--- src/inc/idle_pkt_pkg.sv ---
// Purpose: constants shared by the filler packet generator and its fifo
// Assumes: octet-wide output stream, one system clock
// Notes: header layout is fixed; only the data field length varies
package idle_pkt_pkg;
    localparam logic [2:0] version_val = 3'h0;
    localparam logic type_val = 1'h0;
    localparam logic sec_hdr_flag_val = 1'h0;
    localparam logic [10:0] apid_idle_val = 11'h7ff;
    localparam logic [1:0] seg_flags_val = 2'h3;
    localparam int seq_width = 14;
    localparam logic [13:0] seq_reset_val = 14'h0000;
    localparam int hdr_octets = 6;
    localparam int hdr_bits = 48;
    localparam logic [2:0] hdr_last_idx = 3'h5;
    localparam int fifo_width = 9;
    localparam int fifo_depth = 32;
    localparam logic [31:0] lfsr_seed = 32'h1234abcd;
    localparam logic [31:0] lfsr_taps = 32'h80200003;
    typedef enum logic [1:0] {st_idle, st_header, st_data} gen_state_t;
endpackage : idle_pkt_pkg

--- src/verilog/idle_packet_generator.sv ---
// Purpose: builds filler packets (6-octet header plus random data field)
// Assumes: requester gives a length and holds its request until req_ready is high when filler is needed
// Notes: octets pass through a 32-word fifo; consumer can stall the stream
`timescale 1ns/1ps
module idle_packet_generator
    import idle_pkt_pkg::*;
(
    input wire logic mclk, // 25 MHz system clock
    input wire logic rst, // synchronous reset, active high
    input wire logic req, // request one filler packet
    input wire logic [15:0] req_len_m1, // data field octets minus one
    output logic req_ready, // generator can accept a request
    output logic [7:0] out_octet, // stream octet
    output logic out_last, // last octet of a packet
    output logic out_valid, // stream octet valid
    input wire logic out_ready, // consumer accepts octet
    output logic [13:0] seq_count // count for the next packet
);
    gen_state_t state_q, state_d;
    logic [13:0] seq_q, seq_d;
    logic [15:0] len_q, len_d;
    logic [15:0] left_q, left_d;
    logic [2:0] hidx_q, hidx_d;
    logic [47:0] hdr_q, hdr_d;
    logic [31:0] lfsr_q, lfsr_d;
    logic [8:0] f_in;
    logic f_valid;
    logic f_ready;
    logic [8:0] f_out;
    logic f_out_valid;
    logic f_pop;
    logic [7:0] oct_q, oct_d;
    logic last_q, last_d;
    logic ov_q, ov_d;
    logic rdy_q, rdy_d;

    // assembles the 48-bit header, fields in wire order
    function automatic logic [47:0] build_hdr(input logic [13:0] seq, input logic [15:0] len);
        build_hdr = {version_val,
            type_val,
            sec_hdr_flag_val,
            apid_idle_val,
            seg_flags_val,
            seq,
            len};
    endfunction : build_hdr

    // next-state logic of the packet sequencer
    always_comb begin
        state_d = state_q;
        seq_d = seq_q;
        len_d = len_q;
        left_d = left_q;
        hidx_d = hidx_q;
        hdr_d = hdr_q;
        f_in = 9'h000;
        f_valid = 1'b0;
        // lfsr runs free so data octets are unrelated to each other
        lfsr_d = lfsr_q[0] ? ((lfsr_q >> 1) ^ lfsr_taps) : (lfsr_q >> 1);
        case (state_q)
            st_idle: begin
                if (req) begin
                    len_d = req_len_m1;
                    hdr_d = build_hdr(seq_q, req_len_m1);
                    hidx_d = 3'h0;
                    state_d = st_header;
                end
            end
            st_header: begin
                f_in = {1'b0, hdr_q[47:40]};
                f_valid = 1'b1;
                if (f_ready) begin
                    hdr_d = {hdr_q[39:0], 8'h00};
                    hidx_d = hidx_q + 3'h1;
                    if (hidx_q == hdr_last_idx) begin
                        left_d = len_q;
                        state_d = st_data;
                    end
                end
            end
            st_data: begin
                f_in = {(left_q == 16'h0000), lfsr_q[7:0]};
                f_valid = 1'b1;
                if (f_ready) begin
                    left_d = left_q - 16'h0001;
                    if (left_q == 16'h0000) begin
                        // packet released: count steps, wrapping at 2^14-1
                        seq_d = seq_q + 14'h0001;
                        state_d = st_idle;
                    end
                end
            end
            default: begin
                state_d = st_idle;
            end
        endcase
    end

    // sequencer registers
    always_ff @(posedge mclk) begin
        if (rst) begin
            state_q <= st_idle;
            seq_q <= seq_reset_val;
            len_q <= 16'h0000;
            left_q <= 16'h0000;
            hidx_q <= 3'h0;
            hdr_q <= 48'h000000000000;
            lfsr_q <= lfsr_seed;
        end else begin
            state_q <= state_d;
            seq_q <= seq_d;
            len_q <= len_d;
            left_q <= left_d;
            hidx_q <= hidx_d;
            hdr_q <= hdr_d;
            lfsr_q <= lfsr_d;
        end
    end

    // octet buffer between sequencer and consumer
    octet_fifo #(
        .width(fifo_width),
        .depth(fifo_depth)
    ) u_fifo (
        .mclk(mclk),
        .rst(rst),
        .in_data(f_in),
        .in_valid(f_valid),
        .in_ready(f_ready),
        .out_data(f_out),
        .out_valid(f_out_valid),
        .out_ready(f_pop)
    );

    // registered output stage, a skid-free single register slice
    always_comb begin
        f_pop = f_out_valid && (!ov_q || out_ready);
        oct_d = oct_q;
        last_d = last_q;
        ov_d = ov_q;
        if (!ov_q || out_ready) begin
            ov_d = f_out_valid;
            if (f_out_valid) begin
                oct_d = f_out[7:0];
                last_d = f_out[8];
            end
        end
        rdy_d = (state_d == st_idle);
    end

    // output registers
    always_ff @(posedge mclk) begin
        if (rst) begin
            oct_q <= 8'h00;
            last_q <= 1'b0;
            ov_q <= 1'b0;
            rdy_q <= 1'b0;
        end else begin
            oct_q <= oct_d;
            last_q <= last_d;
            ov_q <= ov_d;
            rdy_q <= rdy_d;
        end
    end

    assign out_octet = oct_q;
    assign out_last = last_q;
    assign out_valid = ov_q;
    assign req_ready = rdy_q;
    assign seq_count = seq_q;
endmodule : idle_packet_generator

--- src/verilog/octet_fifo.sv ---
// Purpose: synchronous fifo with valid/ready on both sides
// Assumes: single clock, synchronous active-high reset
// Notes: width and depth are parameters; depth must be a power of two
`timescale 1ns/1ps
module octet_fifo #(
    parameter int width = 9,
    parameter int depth = 32
) (
    input wire logic mclk, // system clock
    input wire logic rst, // synchronous reset
    input wire logic [width-1:0] in_data, // write word
    input wire logic in_valid, // write request
    output logic in_ready, // not full
    output logic [width-1:0] out_data, // head word
    output logic out_valid, // not empty
    input wire logic out_ready // reader takes head
);
    localparam int aw = $clog2(depth);
    logic [width-1:0] mem [depth];
    logic [aw-1:0] wr_q, wr_d, rd_q, rd_d;
    logic [aw:0] cnt_q, cnt_d;
    logic push, pop;

    // handshake terms and pointer/count updates
    always_comb begin
        push = in_valid && in_ready;
        pop = out_valid && out_ready;
        wr_d = push ? wr_q + 1'b1 : wr_q;
        rd_d = pop ? rd_q + 1'b1 : rd_q;
        cnt_d = cnt_q;
        if (push && !pop) begin
            cnt_d = cnt_q + 1'b1;
        end else if (pop && !push) begin
            cnt_d = cnt_q - 1'b1;
        end
    end

    // register pointers and storage
    always_ff @(posedge mclk) begin
        if (rst) begin
            wr_q <= '0;
            rd_q <= '0;
            cnt_q <= '0;
        end else begin
            wr_q <= wr_d;
            rd_q <= rd_d;
            cnt_q <= cnt_d;
        end
        if (push) begin
            mem[wr_q] <= in_data;
        end
    end

    // honest full and empty flags
    assign in_ready = (cnt_q != depth[aw:0]);
    assign out_valid = (cnt_q != '0);
    assign out_data = mem[rd_q];
endmodule : octet_fifo
--- config.mk ---
export PLATFORM = sky130hd
export DESIGN_NAME = idle_packet_generator
export DESIGN_NICKNAME = d
export VERILOG_FILES = /design/src/inc/idle_pkt_pkg.sv /design/src/verilog/idle_packet_generator.sv /design/src/verilog/octet_fifo.sv
export SDC_FILE = /design/constraint.sdc
export NUM_CORES = 1
export LEC_CHECK = 0
export ABC_AREA = 1
export BUFFER_PORTS_ARGS = -buffer_cell sky130_fd_sc_hd__buf_2
export CAP_MARGIN = 20
export CORE_UTILIZATION = 60
export DETAILED_ROUTE_END_ITERATION = 16
export PLACE_DENSITY = 0.85
export SLEW_MARGIN = 20
export SYNTH_ARGS = -nofsm -noshare
export SYNTH_HDL_FRONTEND = slang
export SYNTH_SLANG_ARGS = --single-unit
export TNS_END_PERCENT = 10
--- constraint.sdc ---
create_clock -name mclk -period 4.2 [get_ports mclk]
set_input_delay 0.42 -clock mclk [delete_from_list [all_inputs] [get_ports mclk]]
set_output_delay 0.42 -clock mclk [all_outputs]
set_load 0.1 [all_outputs]
==> results of run 1 <==
-- through the flow --
stage / hold slack [ns] / instances / cell area [um2]
global placement: 0.391 / 2394 / 19400
finish: 0.126 / 2476 / 21000
CTS: 0.113 / 2475 / 20900
global route: 0.136 / 2476 / 21000
floorplan: 0.388 / 2032 / 19000
detailed placement: 0.392 / 2395 / 19500
-- per-layer routing --
| layer | vias to the layer above | part of all wire | GRT usage |
|---|---|---|---|
| met5 | - | 0 | 0 |
| met4 | 0 | 0.038 | 0.117 |
| met3 | 127 | 0.083 | 0.0380 |
| met2 | 681 | 0.49 | 0.459 |
| met1 | 6777 | 0.39 | 0.346 |
| li1 | 6704 | - | - |
-- power by group --
group	internal, mW	switching [mW]
Clock	2.34	1.64
Sequential	4.82	0.148
Combinational	0.689	1.91
Total	7.85	3.70
-- flip-flops by register name, indices dropped and copies added, names as in the netlist --
name          count
out_valid         1
hdr_q            48
out_last          1
seq_count        14
u_fifo.cnt_q      6
u_fifo.mem      288
hidx_q            3
u_fifo.wr_q       5
lfsr_q           32
left_q           16
req_ready         1
state_q           2
len_q            16
out_octet         8
u_fifo.rd_q       5
-- worst max-delay path: cells and delay by family (launching register included) --
| kind | cells | cell delay [ns] |
|---|---|---|
| compound gates | 1 | 0.25 |
| fa+ha+maj | 1 | 0.52 |
| buf+inv | 3 | 0.69 |
| flops | 1 | 0.33 |
| simple gates | 4 | 0.95 |
-- cells by family (layout without fill, tap and decap cells) --
| kind of cell | after synthesis | in the layout |
|---|---|---|
| AOI/OAI and AO/OA | 240 | 240 |
| xor gates and xnor gates | 21 | 21 |
| adders and majority gates | 19 | 19 |
| buffers and inverters | 313 | 361 |
| DFF | 446 | 446 |
| and+or+nand+nor | 993 | 993 |
-- area by class of cell --
class / count / area, um2
well taps: 396 / 495
multi-input cells: 1273 / 5930
repair buffers: 69 / 450
clock buffers: 69 / 1310
clock inverters: 11 / 173
fillers: 2187 / 9940
flip-flops and latches: 446 / 11800
inverters: 212 / 801
-- how the worst max path moves through the flow --
stage	cells past startpoint	from	slack [ns]	end
floorplan	5	state_q[0]	0.67	u_fifo.mem[0][8]
global placement	12	state_q[0]	1.56	u_fifo.cnt_q[3]
detailed placement	9	state_q[1]	1.38	hdr_q[47]
CTS	9	state_q[1]	1.32	hdr_q[47]
global route	9	state_q[1]	1.03	hdr_q[47]
finish	9	state_q[1]	1.31	hdr_q[47]
-- cells in the mapped netlist (13+ instances only) --
cell	number	area [um2]
edfxtp_1	288	8650
nor2_1	189	709
a31oi_1	25	156
nand3_1	207	1040
o21ai_0	83	415
ha_1	18	225
dfxtp_1	158	3160
clkbuf_1	40	150
a21oi_1	87	435
buf_2	38	190
nand2_1	554	2080
inv_1	198	743
o22ai_1	15	93.8
xor2_1	13	114
==> out/results.txt, run 1 <==
Synth Area in Compound Gates = 0.0697
clock sinks = 446
clk_skew = 0.0358 ns
WP data required = 4.63 ns
commonest non-fill, non-tap cells in the layout = 554 x nand2_1, 288 x edfxtp_1, 207 x nand3_1, 198 x inv_1, 189 x nor2_1
IO Pins = 45
Hold Path End = hdr_q[2]
start of the worst register-to-register path = state_q[1]
post_cts resized = 0
Power Total = 11.5 mW
Worst setup SP type = flip-flop
Pins Over Slew Limit = 0
Inserted Clock Buffers = 43
maximum clock frequency = 346 MHz
hold path cells = 3
Die Wd = 180 um
DRC violations left = 0
area of the die = 32400 um2
Die H = 180 um
Critical Path AT = 3.32 ns
clock insertion delay at the later pin of the skew report = 0.56 ns
total grt overflow = 0
crit-path max cell delay = 0.52 ns
largest family of logic cells by synthesized area = simple AND/OR/NAND/NOR gates
GRT Util Overall = 0.270
antenna violations before repair = 0
DR pass1 iterations = 6
CTS max path bufs = 3
simple-gate share of the synthesized area = 0.217
1st-iter DRT viols = 1675
vias after detailed routing = 14289
slowest CP cell = ha_1
vias in the first global route = 14056
post-DR wirelength/cell = 17.7 um
Final ANT Viol Nets = 0
via/cell ratio = 5.77
Async S/R FF share, synth = 0
Synth Area in XOR/XNOR = 0.00966
hold bufs inserted after CTS = 0
fin crit period = 2.89 ns
Worst slew margin = 0.355
Final TNS setup = 0 ns
fin crit share = 0.688
Leakage Power = 8.59 nW
worst-path maximum fanout = 60
ratio of cells with drive above 1 in the final layout = 0.0966
Clock Pin Slew Worst Setup and Hold Paths = 0.06 ns
Worst Max-Slew Pin Slew = 0.966 ns
post-synthesis sequential area ratio = 0.620
Synth Register Bits = 446
post-synthesis cell type count = 45
commonest non-fill, non-tap cell in the layout = nand2_1
post-detail-place hpwl = 26100 um
worst vdd ir = 0.366 mV
RSZ-0062 raised after global routing = no
hold path start = req_len_m1[2]
Avg Cell Area, Syn = 9.37 um2
final count of negative-setup-slack endpoints = 0
Final Hold Fails = 0
final core area utilization = 0.678
Cell Area, Synth = 19000 um2
crit end category = flip-flop
Max Cap Violations = 0
Worst R2R Setup Slack = 1.31 ns
synth-to-layout area growth = 10.2%
post-synthesis mux area share = 0
CTS root buffer = clkbuf_16
Antenna diodes = 0
P per Cell Area = 551 nW/um2
end of the worst register-to-register path = hdr_q[47]
global-route wire length before repair = 70000 um
starting density of the core = 0.616
final WL = 43900 um
Final GP Congestion = 0.928
main flop type after synthesis = edfxtp_1
Syn Inst Count = 2032
syn nets = 2071
final worst slack = 1.31 ns
WS Path Type = flip-flop to flip-flop
yosys warns = 0
CORE AREA = 30900 um2
crit-path cells = inv_1 > ha_1 > inv_2 > nor2_1 > nand2_4 > nand2_4 > inv_2 > a22oi_1 > nor2_1
status = completed
number of synthesized flops with an enable pin = 288
pre-CTS setup slack = 1.38 ns
# rows = 64
htree depth = 2
CTS tree = done
I/O Buffers = 44
Worst Hold Class = input pin to flip-flop
Post-CTS Setup Repair Bufs = 0
reg2reg path depth = 9
largest net degree at the start of global routing = 99
adder-cell share of the synthesized area = 0.0129
nets = 2084
Note: power is estimated with default switching activity, not from simulation.
==> run 2: changes to the inputs <==
CORE_UTILIZATION = 56   (was 60)
PLACE_DENSITY = 0.83   (was 0.85)
clock period = 2.4 ns   (was 4.2 ns; I/O delays follow)
==> run 2 against run 1 <==
Net effect:
- hold slack got worse by 0.083 ns
- critical path depth rose by 3
- fmax up 28%
- cell count increased by 4.6%
- sequential share of layout area fell by 1.9 points
- non-clock buffer count grew 60
- clock skew shrank 0.0070 ns
- sequential cell count unchanged
- sequential power rose by 74%
- combinational power rose by 87%
- via count increased by 0.34%
- register-to-register slack worse by 1.2 ns
- critical endpoint is now u_fifo.cnt_q[3]
==> out/results.txt, run 2 (same netlist as run 1, synthesis figures left out) <==
worst-path maximum fanout = 5 (-92%)
ratio of cells with drive above 1 in the final layout = 0.121 (+0.0243)
switching share of power = 0.314 (-0.00592)
CORE AREA = 33500 um2 (+8.5%)
post-DR wirelength/cell = 17.2 um (-3.1%)
I/O Buffers = 44 (unchanged)
commonest non-fill, non-tap cells in the layout = 553 x nand2_1, 288 x edfxtp_1, 207 x nand3_1, 196 x inv_1, 189 x nor2_1
reg2reg path depth = 12 (+3)
CTS root buffer = clkbuf_16
largest net degree at the start of global routing = 156 (+58%)
pre-CTS setup slack = -0.0362 ns (-1.41 ns)
final std cells w/o fill = 2589 (+4.6%)
Sequential Power Share = 0.413 (-0.017)
final worst slack = 0.136 ns (-1.17 ns)
clock sinks = 446 (unchanged)
Worst Hold Class = input pin to flip-flop
status = completed
CTS tree = done
WS Path Type = flip-flop to flip-flop
crit-path max cell delay = 0.37 ns (-0.15 ns)
1st-iter DRT viols = 1438 (-14%)
Die Wd = 186 um (+3.5%)
DR pass1 iterations = 5 (-1)
Cells after DPL = 2492 (+4.1%)
Clock Pin Slew Worst Setup and Hold Paths = 0.07 ns (about the same)
CTS max path bufs = 3 (unchanged)
hold path cells = 4 (+1)
Post-CTS Setup Repair Bufs = 0 (unchanged)
IO Pins = 45 (unchanged)
multi-input logic area = 5990 um2 (+0.95%)
Final Hold Fails = 0 (unchanged)
nets = 2145 (+2.9%)
post-detail-place hpwl = 26700 um (+2.4%)
# rows = 67 (+4.7%)
area of the die = 34700 um2 (+7.1%)
maximum clock frequency = 442 MHz (+28%)
Max Cap Violations = 0 (unchanged)
Final GP Congestion = 0.846 (-8.8%)
Worst setup SP type = flip-flop
DRC violations left = 0 (unchanged)
htree depth = 2 (unchanged)
slowest CP cell = ha_1
antenna violations before repair = 0 (unchanged)
starting density of the core = 0.568 (-0.0482)
final count of negative-setup-slack endpoints = 0 (unchanged)
Worst Max-Slew Pin Slew = 0.753 ns (-0.214 ns)
vias in the first global route = 14172 (+0.83%)
Final ANT Viol Nets = 0 (unchanged)
Antenna diodes = 0 (unchanged)
via/cell ratio = 5.54 (-4.0%)
P per Cell Area = 961 nW/um2 (+75%)
final WL = 44400 um (+1.3%)
Switch Pwr = 6.57 mW (+78%)
commonest non-fill, non-tap cell in the layout = nand2_1
Die H = 186 um (+3.5%)
internal power = 14.3 mW (+83%)
crit end category = flip-flop
final hold slack = 0.0432 ns (-0.0826 ns)
Leakage Power = 8.93 nW (+4.0%)
fin crit share = 0.943 (+0.255)
Clock power frac = 0.354 (+0.010)
worst vdd ir = 1.03 mV (+180%)
clock insertion delay at the later pin of the skew report = 0.56 ns (about the same)
Pins Over Slew Limit = 0 (unchanged)
global-route wire length before repair = 71000 um (+1.4%)
Worst slew margin = 0.497 (+0.142)
Largest regs = u_fifo.mem (288), hdr_q (48), lfsr_q (32)
Critical Path AT = 2.71 ns (-0.61 ns)
clk_skew = 0.0288 ns (-0.00701 ns)
total grt overflow = 0 (unchanged)
Largest register FFs = 288 (unchanged)
fin crit period = 2.26 ns (-0.627 ns)
number of fill cells in the layout = 2469 (+13%)
crit-path cells = inv_1 > ha_4 > nand2_2 > inv_2 > ha_2 > inv_2 > ha_1 > a21oi_2 > nand2_1 > xor2_1 > o21ai_0 > inv_1
synth-to-layout area growth = 14.1%
WP data required = 2.85 ns (-1.78 ns)
Combinational Power Share = 0.233 (+0.007)
GRT Util Overall = 0.256 (-0.0137)
Biggest register = u_fifo.mem
vias after detailed routing = 14338 (+0.34%)
Worst R2R Setup Slack = 0.14 ns (-1.17 ns)
Inserted Clock Buffers = 44 (+2.3%)
Seq. cell area = 11800 um2 (about the same)
-- run 2: cell types whose count changed in the layout (fill, tap and decap cells not counted), sizes merged, moves of 5 or more --
cell and change:
bufinv +6, dlygate4sd3 +16, clkinvlp +5, buf +44, clkbuf -16
-- run 2: critical path, delay by kind of cell (launching register included) --
kind | cells | cell delay [ns]
adders and majority gates | 3 | 0.86
AOI/OAI and AO/OA | 2 | 0.36
DFF | 1 | 0.34
buffers and inverters | 4 | 0.29
and+or+nand+nor | 2 | 0.16
xor gates and xnor gates | 1 | 0.14
-- run 2: cell type report --
class | count | share of cell area
Clock buffer | 53 | 0.0546
Inverter | 212 | 0.0368
Sequential cell | 446 | 0.544
Tap cell | 448 | 0.0258
Multi-Input combinational cell | 1273 | 0.276
Clock inverter | 28 | 0.0178
Timing Repair Buffer | 129 | 0.0455
-- run 2: stage by stage --
| stage | setup TNS (ns) | utilization | power [mW] | cell area (um2) |
|---|---|---|---|---|
| floorplan | -130.99 | - | 12.4 | 19000 |
| global placement | 0 | 0.595 | 13.3 | 19900 |
| detailed placement | -0.0372 | 0.595 | 13.5 | 19900 |
| CTS | -0.0246 | 0.646 | 20.8 | 21700 |
| global route | -0.00553 | 0.648 | 21.8 | 21700 |
| finish | 0 | 0.648 | 20.9 | 21700 |
-- run 2: final timing paths --
path,end,from
setup / recovery,u_fifo.cnt_q[3],state_q[1]
hold / removal,out_valid,out_ready
setup reg to reg,u_fifo.cnt_q[3],state_q[1]
hold reg to reg,lfsr_q[24],lfsr_q[25]
-- run 2: repair_timing --
action / CTS / global route
hold buffers: 16 / 0
hold endpoints to repair: 30 / 0
resized for setup: 1 / 10
pin swaps: 0 / 0
endpoints found under the setup margin: 2 / 6
-- run 2: power groups by stage --
stage | sequential, mW | combinational, mW | clock [mW]
after floorplan | 9.30 | 3.05 | 0
after global placement | 8.76 | 4.56 | 0
after detailed placement | 8.78 | 4.69 | 0
after CTS | 8.62 | 4.76 | 7.45
after global routing | 8.66 | 5.35 | 7.75
final | 8.64 | 4.87 | 7.38
-- run 2: routing by layer --
metal  wire length (um)  GRT usage  share of wire
met5                  0          0              0
met4               1670      0.107          0.038
met3               3230     0.0384          0.073
met2              22600      0.459           0.51
met1              16900      0.307           0.38
==> run 3: changes to the inputs <==
ABC_AREA = unset   (was 1)
==> run 3 against run 2 <==
Net effect:
- the run now ends with design-rule violations, negative setup slack left
- sequential share of layout area up 2.2 points
- via count down 21%
- non-clock buffer count up 49
- critical path type unchanged
==> out/results.txt, run 3 <==
status = finished, violations left
failing checks = design-rule violations, negative setup slack
internal power = 14.4 mW (+0.30%)
multi-input logic area = 5670 um2 (-5.3%)
total grt overflow = 0 (unchanged)
commonest non-fill, non-tap cells in the layout = 288 x edfxtp_1, 154 x dfxtp_1, 123 x nor2_1, 114 x buf_4, 85 x nand2_1
post-synthesis sequential area ratio = 0.667 (+0.0467)
slowest CP cell = or4_4
Max Cap Violations = 0 (unchanged)
# rows = 64 (-4.5%)
final count of negative-setup-slack endpoints = 3 (+3)
final std cells w/o fill = 1855 (-28%)
DP Area = 19100 um2 (-4.0%)
post-detail-place hpwl = 24600 um (-7.8%)
Clock Pin Slew Worst Setup and Hold Paths = 0.06 ns (about the same)
nets = 1462 (-32%)
CTS tree = done
I/O Buffers = 44 (unchanged)
Syn Inst Count = 1276 (-37%)
Crit path buffers/inverters = 2 (-2)
crit-path max cell delay = 0.53 ns (+0.16 ns)
maximum clock frequency = 372 MHz (-16%)
number of fill cells in the layout = 2006 (-19%)
Die Wd = 180 um (-3.5%)
synth-to-layout area growth = 17.9%
Inserted Clock Buffers = 44 (unchanged)
post-synthesis cell type count = 68 (+51%)
IO Pins = 45 (unchanged)
1st-iter DRT viols = 1035 (-28%)
pre-CTS setup slack = -0.269 ns (-0.233 ns)
CORE AREA = 30800 um2 (-8.1%)
ratio of cells with drive above 1 in the final layout = 0.234 (+0.113)
RSZ-0062 raised after global routing = yes
number of synthesized flops with an enable pin = 288 (unchanged)
Largest regs = u_fifo.mem (288), hdr_q (48), lfsr_q (32)
WS Path Type = flip-flop to flip-flop
antenna violations before repair = 1 (+1)
P per Cell Area = 949 nW/um2 (-1.3%)
final core area utilization = 0.677 (+0.0292)
final WL = 40400 um (-9.0%)
DRC violations left = 2 (+2)
area leader, netlist = edfxtp_1
Die H = 180 um (-3.5%)
post-DR wirelength/cell = 21.8 um (+27%)
clock insertion delay at the later pin of the skew report = 0.56 ns (about the same)
area of the die = 32300 um2 (-6.9%)
Combinational Power Share = 0.208 (-0.025)
DR pass1 iterations = 12 (+7)
global-route wire length before repair = 62900 um (-11%)
Synth Register Bits = 446 (unchanged)
yosys warns = 0 (unchanged)
fin crit share = 1.12 (+0.176)
Seq. cell area = 11800 um2 (unchanged)
Async S/R FF share, synth = 0 (unchanged)
via/cell ratio = 6.12 (+11%)
Switch Pwr = 5.45 mW (-17%)
Pins Over Slew Limit = 0 (unchanged)
switching share of power = 0.275 (-0.0393)
Largest register FFs = 288 (unchanged)
WP data required = 2.88 ns (+0.03 ns)
Final Hold Fails = 0 (unchanged)
clk_skew = 0.0320 ns (+0.00321 ns)
starting density of the core = 0.574 (+0.00655)
Final GP Congestion = 0.880 (+4.0%)
Cell Area, Synth = 17700 um2 (-7.0%)
htree depth = 2 (unchanged)
CTS root buffer = clkbuf_16
Antenna diodes = 0 (unchanged)
Cells after DPL = 1753 (-30%)
GRT Util Overall = 0.251 (-0.00479)
Leakage Power = 7.48 nW (-16%)
Crit path max-delay family = simple AND/OR/NAND/NOR gates
commonest non-fill, non-tap cell in the layout = edfxtp_1
Finished Cell Area = 20900 um2 (-3.9%)
Final ANT Viol Nets = 0 (unchanged)
clock sinks = 446 (unchanged)
Clock power frac = 0.356 (+0.002)
largest cells by area after synthesis = edfxtp_1 49%, dfxtp_1 18%, mux4_2 7.0%, mux2i_1 3.3%, nor2_1 2.8%
fin crit period = 2.69 ns (+0.421 ns)
Sequential Power Share = 0.436 (+0.023)
final worst slack = -0.285 ns (-0.421 ns)
most frequent cell after synthesis = edfxtp_1
Synth top cells by count = 288 x edfxtp_1, 158 x dfxtp_1, 131 x nor2_1, 87 x nand2_1, 59 x mux2i_1
Worst Max-Slew Pin Slew = 0.788 ns (+0.0353 ns)
share of the synthesized area in the top cell type = 0.488 (+0.0342)
largest net degree at the start of global routing = 78 (-50%)
worst vdd ir = 0.664 mV (-36%)
vias after detailed routing = 11357 (-21%)
main flop type after synthesis = edfxtp_1
vias in the first global route = 11418 (-19%)
Worst slew margin = 0.474 (-0.0235)
Biggest register = u_fifo.mem
Worst Hold Class = input pin to flip-flop
crit end category = flip-flop
CTS max path bufs = 3 (unchanged)
crit-path cells = or4_4 > o31a_1 > inv_4 > ha_4 > inv_4 > ha_4 > nor2b_1 > o21a_1 > o21ai_1 > or3b_4 > a21oi_2
syn nets = 1315 (-37%)
Critical Path AT = 3.17 ns (+0.46 ns)
worst-path maximum fanout = 4 (-1)
Avg Cell Area, Syn = 13.9 um2 (+48%)
Worst setup SP type = flip-flop
run 3: area by class of cell:
class / count / share of cell area
well taps: 396 / 0.0237
clock buffers: 57 / 0.0565
flip-flops and latches: 446 / 0.566
repair buffers: 178 / 0.0638
inverters: 19 / 0.00366
multi-input cells: 734 / 0.272
clock inverters: 25 / 0.0147
run 3: path summary, 6_finish.rpt:
check                  startpoint              end  slack, ns  cells after the start
setup reg to reg  u_fifo.cnt_q[4]  u_fifo.cnt_q[4]      -0.29                     11
setup / recovery  u_fifo.cnt_q[4]  u_fifo.cnt_q[4]      -0.29                     11
hold / removal                rst         hdr_q[5]       0.10                      2
hold reg to reg        lfsr_q[12]       lfsr_q[11]       0.41                      1
run 3: what timing repair did:
action                                  CTS  global route
hold buffers                             16             0
buffers inserted                          2             2
hold endpoints to repair                 24             0
endpoints found under the setup margin   54           158
resized for setup                         5             7
pin swaps                                 5             3
run 3: cells by family after synthesis:
| family | synth area share |
|---|---|
| AO/OA/AOI/OAI | 0.0801 |
| XOR/XNOR | 0.0119 |
| adder cells (fa/ha/maj) | 0.0139 |
| buffers and inverters | 0.0216 |
| flip-flops | 0.667 |
| multiplexers | 0.106 |
| AND/OR/NAND/NOR | 0.0991 |
run 3: per-layer routing:
layer	wire [um]	vias to the layer above	global-route usage
met5	12	-	0
met3	2950	113	0.0411
met2	20300	518	0.419
met1	15800	5601	0.329
li1	-	5123	-
met4	1440	2	0.102
run 3: power groups by stage:
| stage | clock (mW) | combinational [mW] | sequential [mW] |
|---|---|---|---|
| 2_1_floorplan | 0 | 2.46 | 9.10 |
| 3_3_place_gp | 0 | 3.80 | 8.77 |
| 3_5_place_dp | 0 | 3.92 | 8.79 |
| 4_1_cts | 7.12 | 4.01 | 8.63 |
| 5_1_grt | 7.41 | 4.39 | 8.66 |
| 6_report | 7.05 | 4.13 | 8.64 |
run 3: stage by stage:
step | TNS [ns] | total power [mW] | hold WS (ns)
6_report | -0.742 | 19.8 | 0.102
4_1_cts | -0.647 | 19.8 | 0.0938
3_5_place_dp | -1.09 | 12.7 | 0.392
2_1_floorplan | -14.72 | 11.6 | 0.376
5_1_grt | -1.03 | 20.5 | 0.100
3_3_place_gp | -0.498 | 12.6 | 0.393
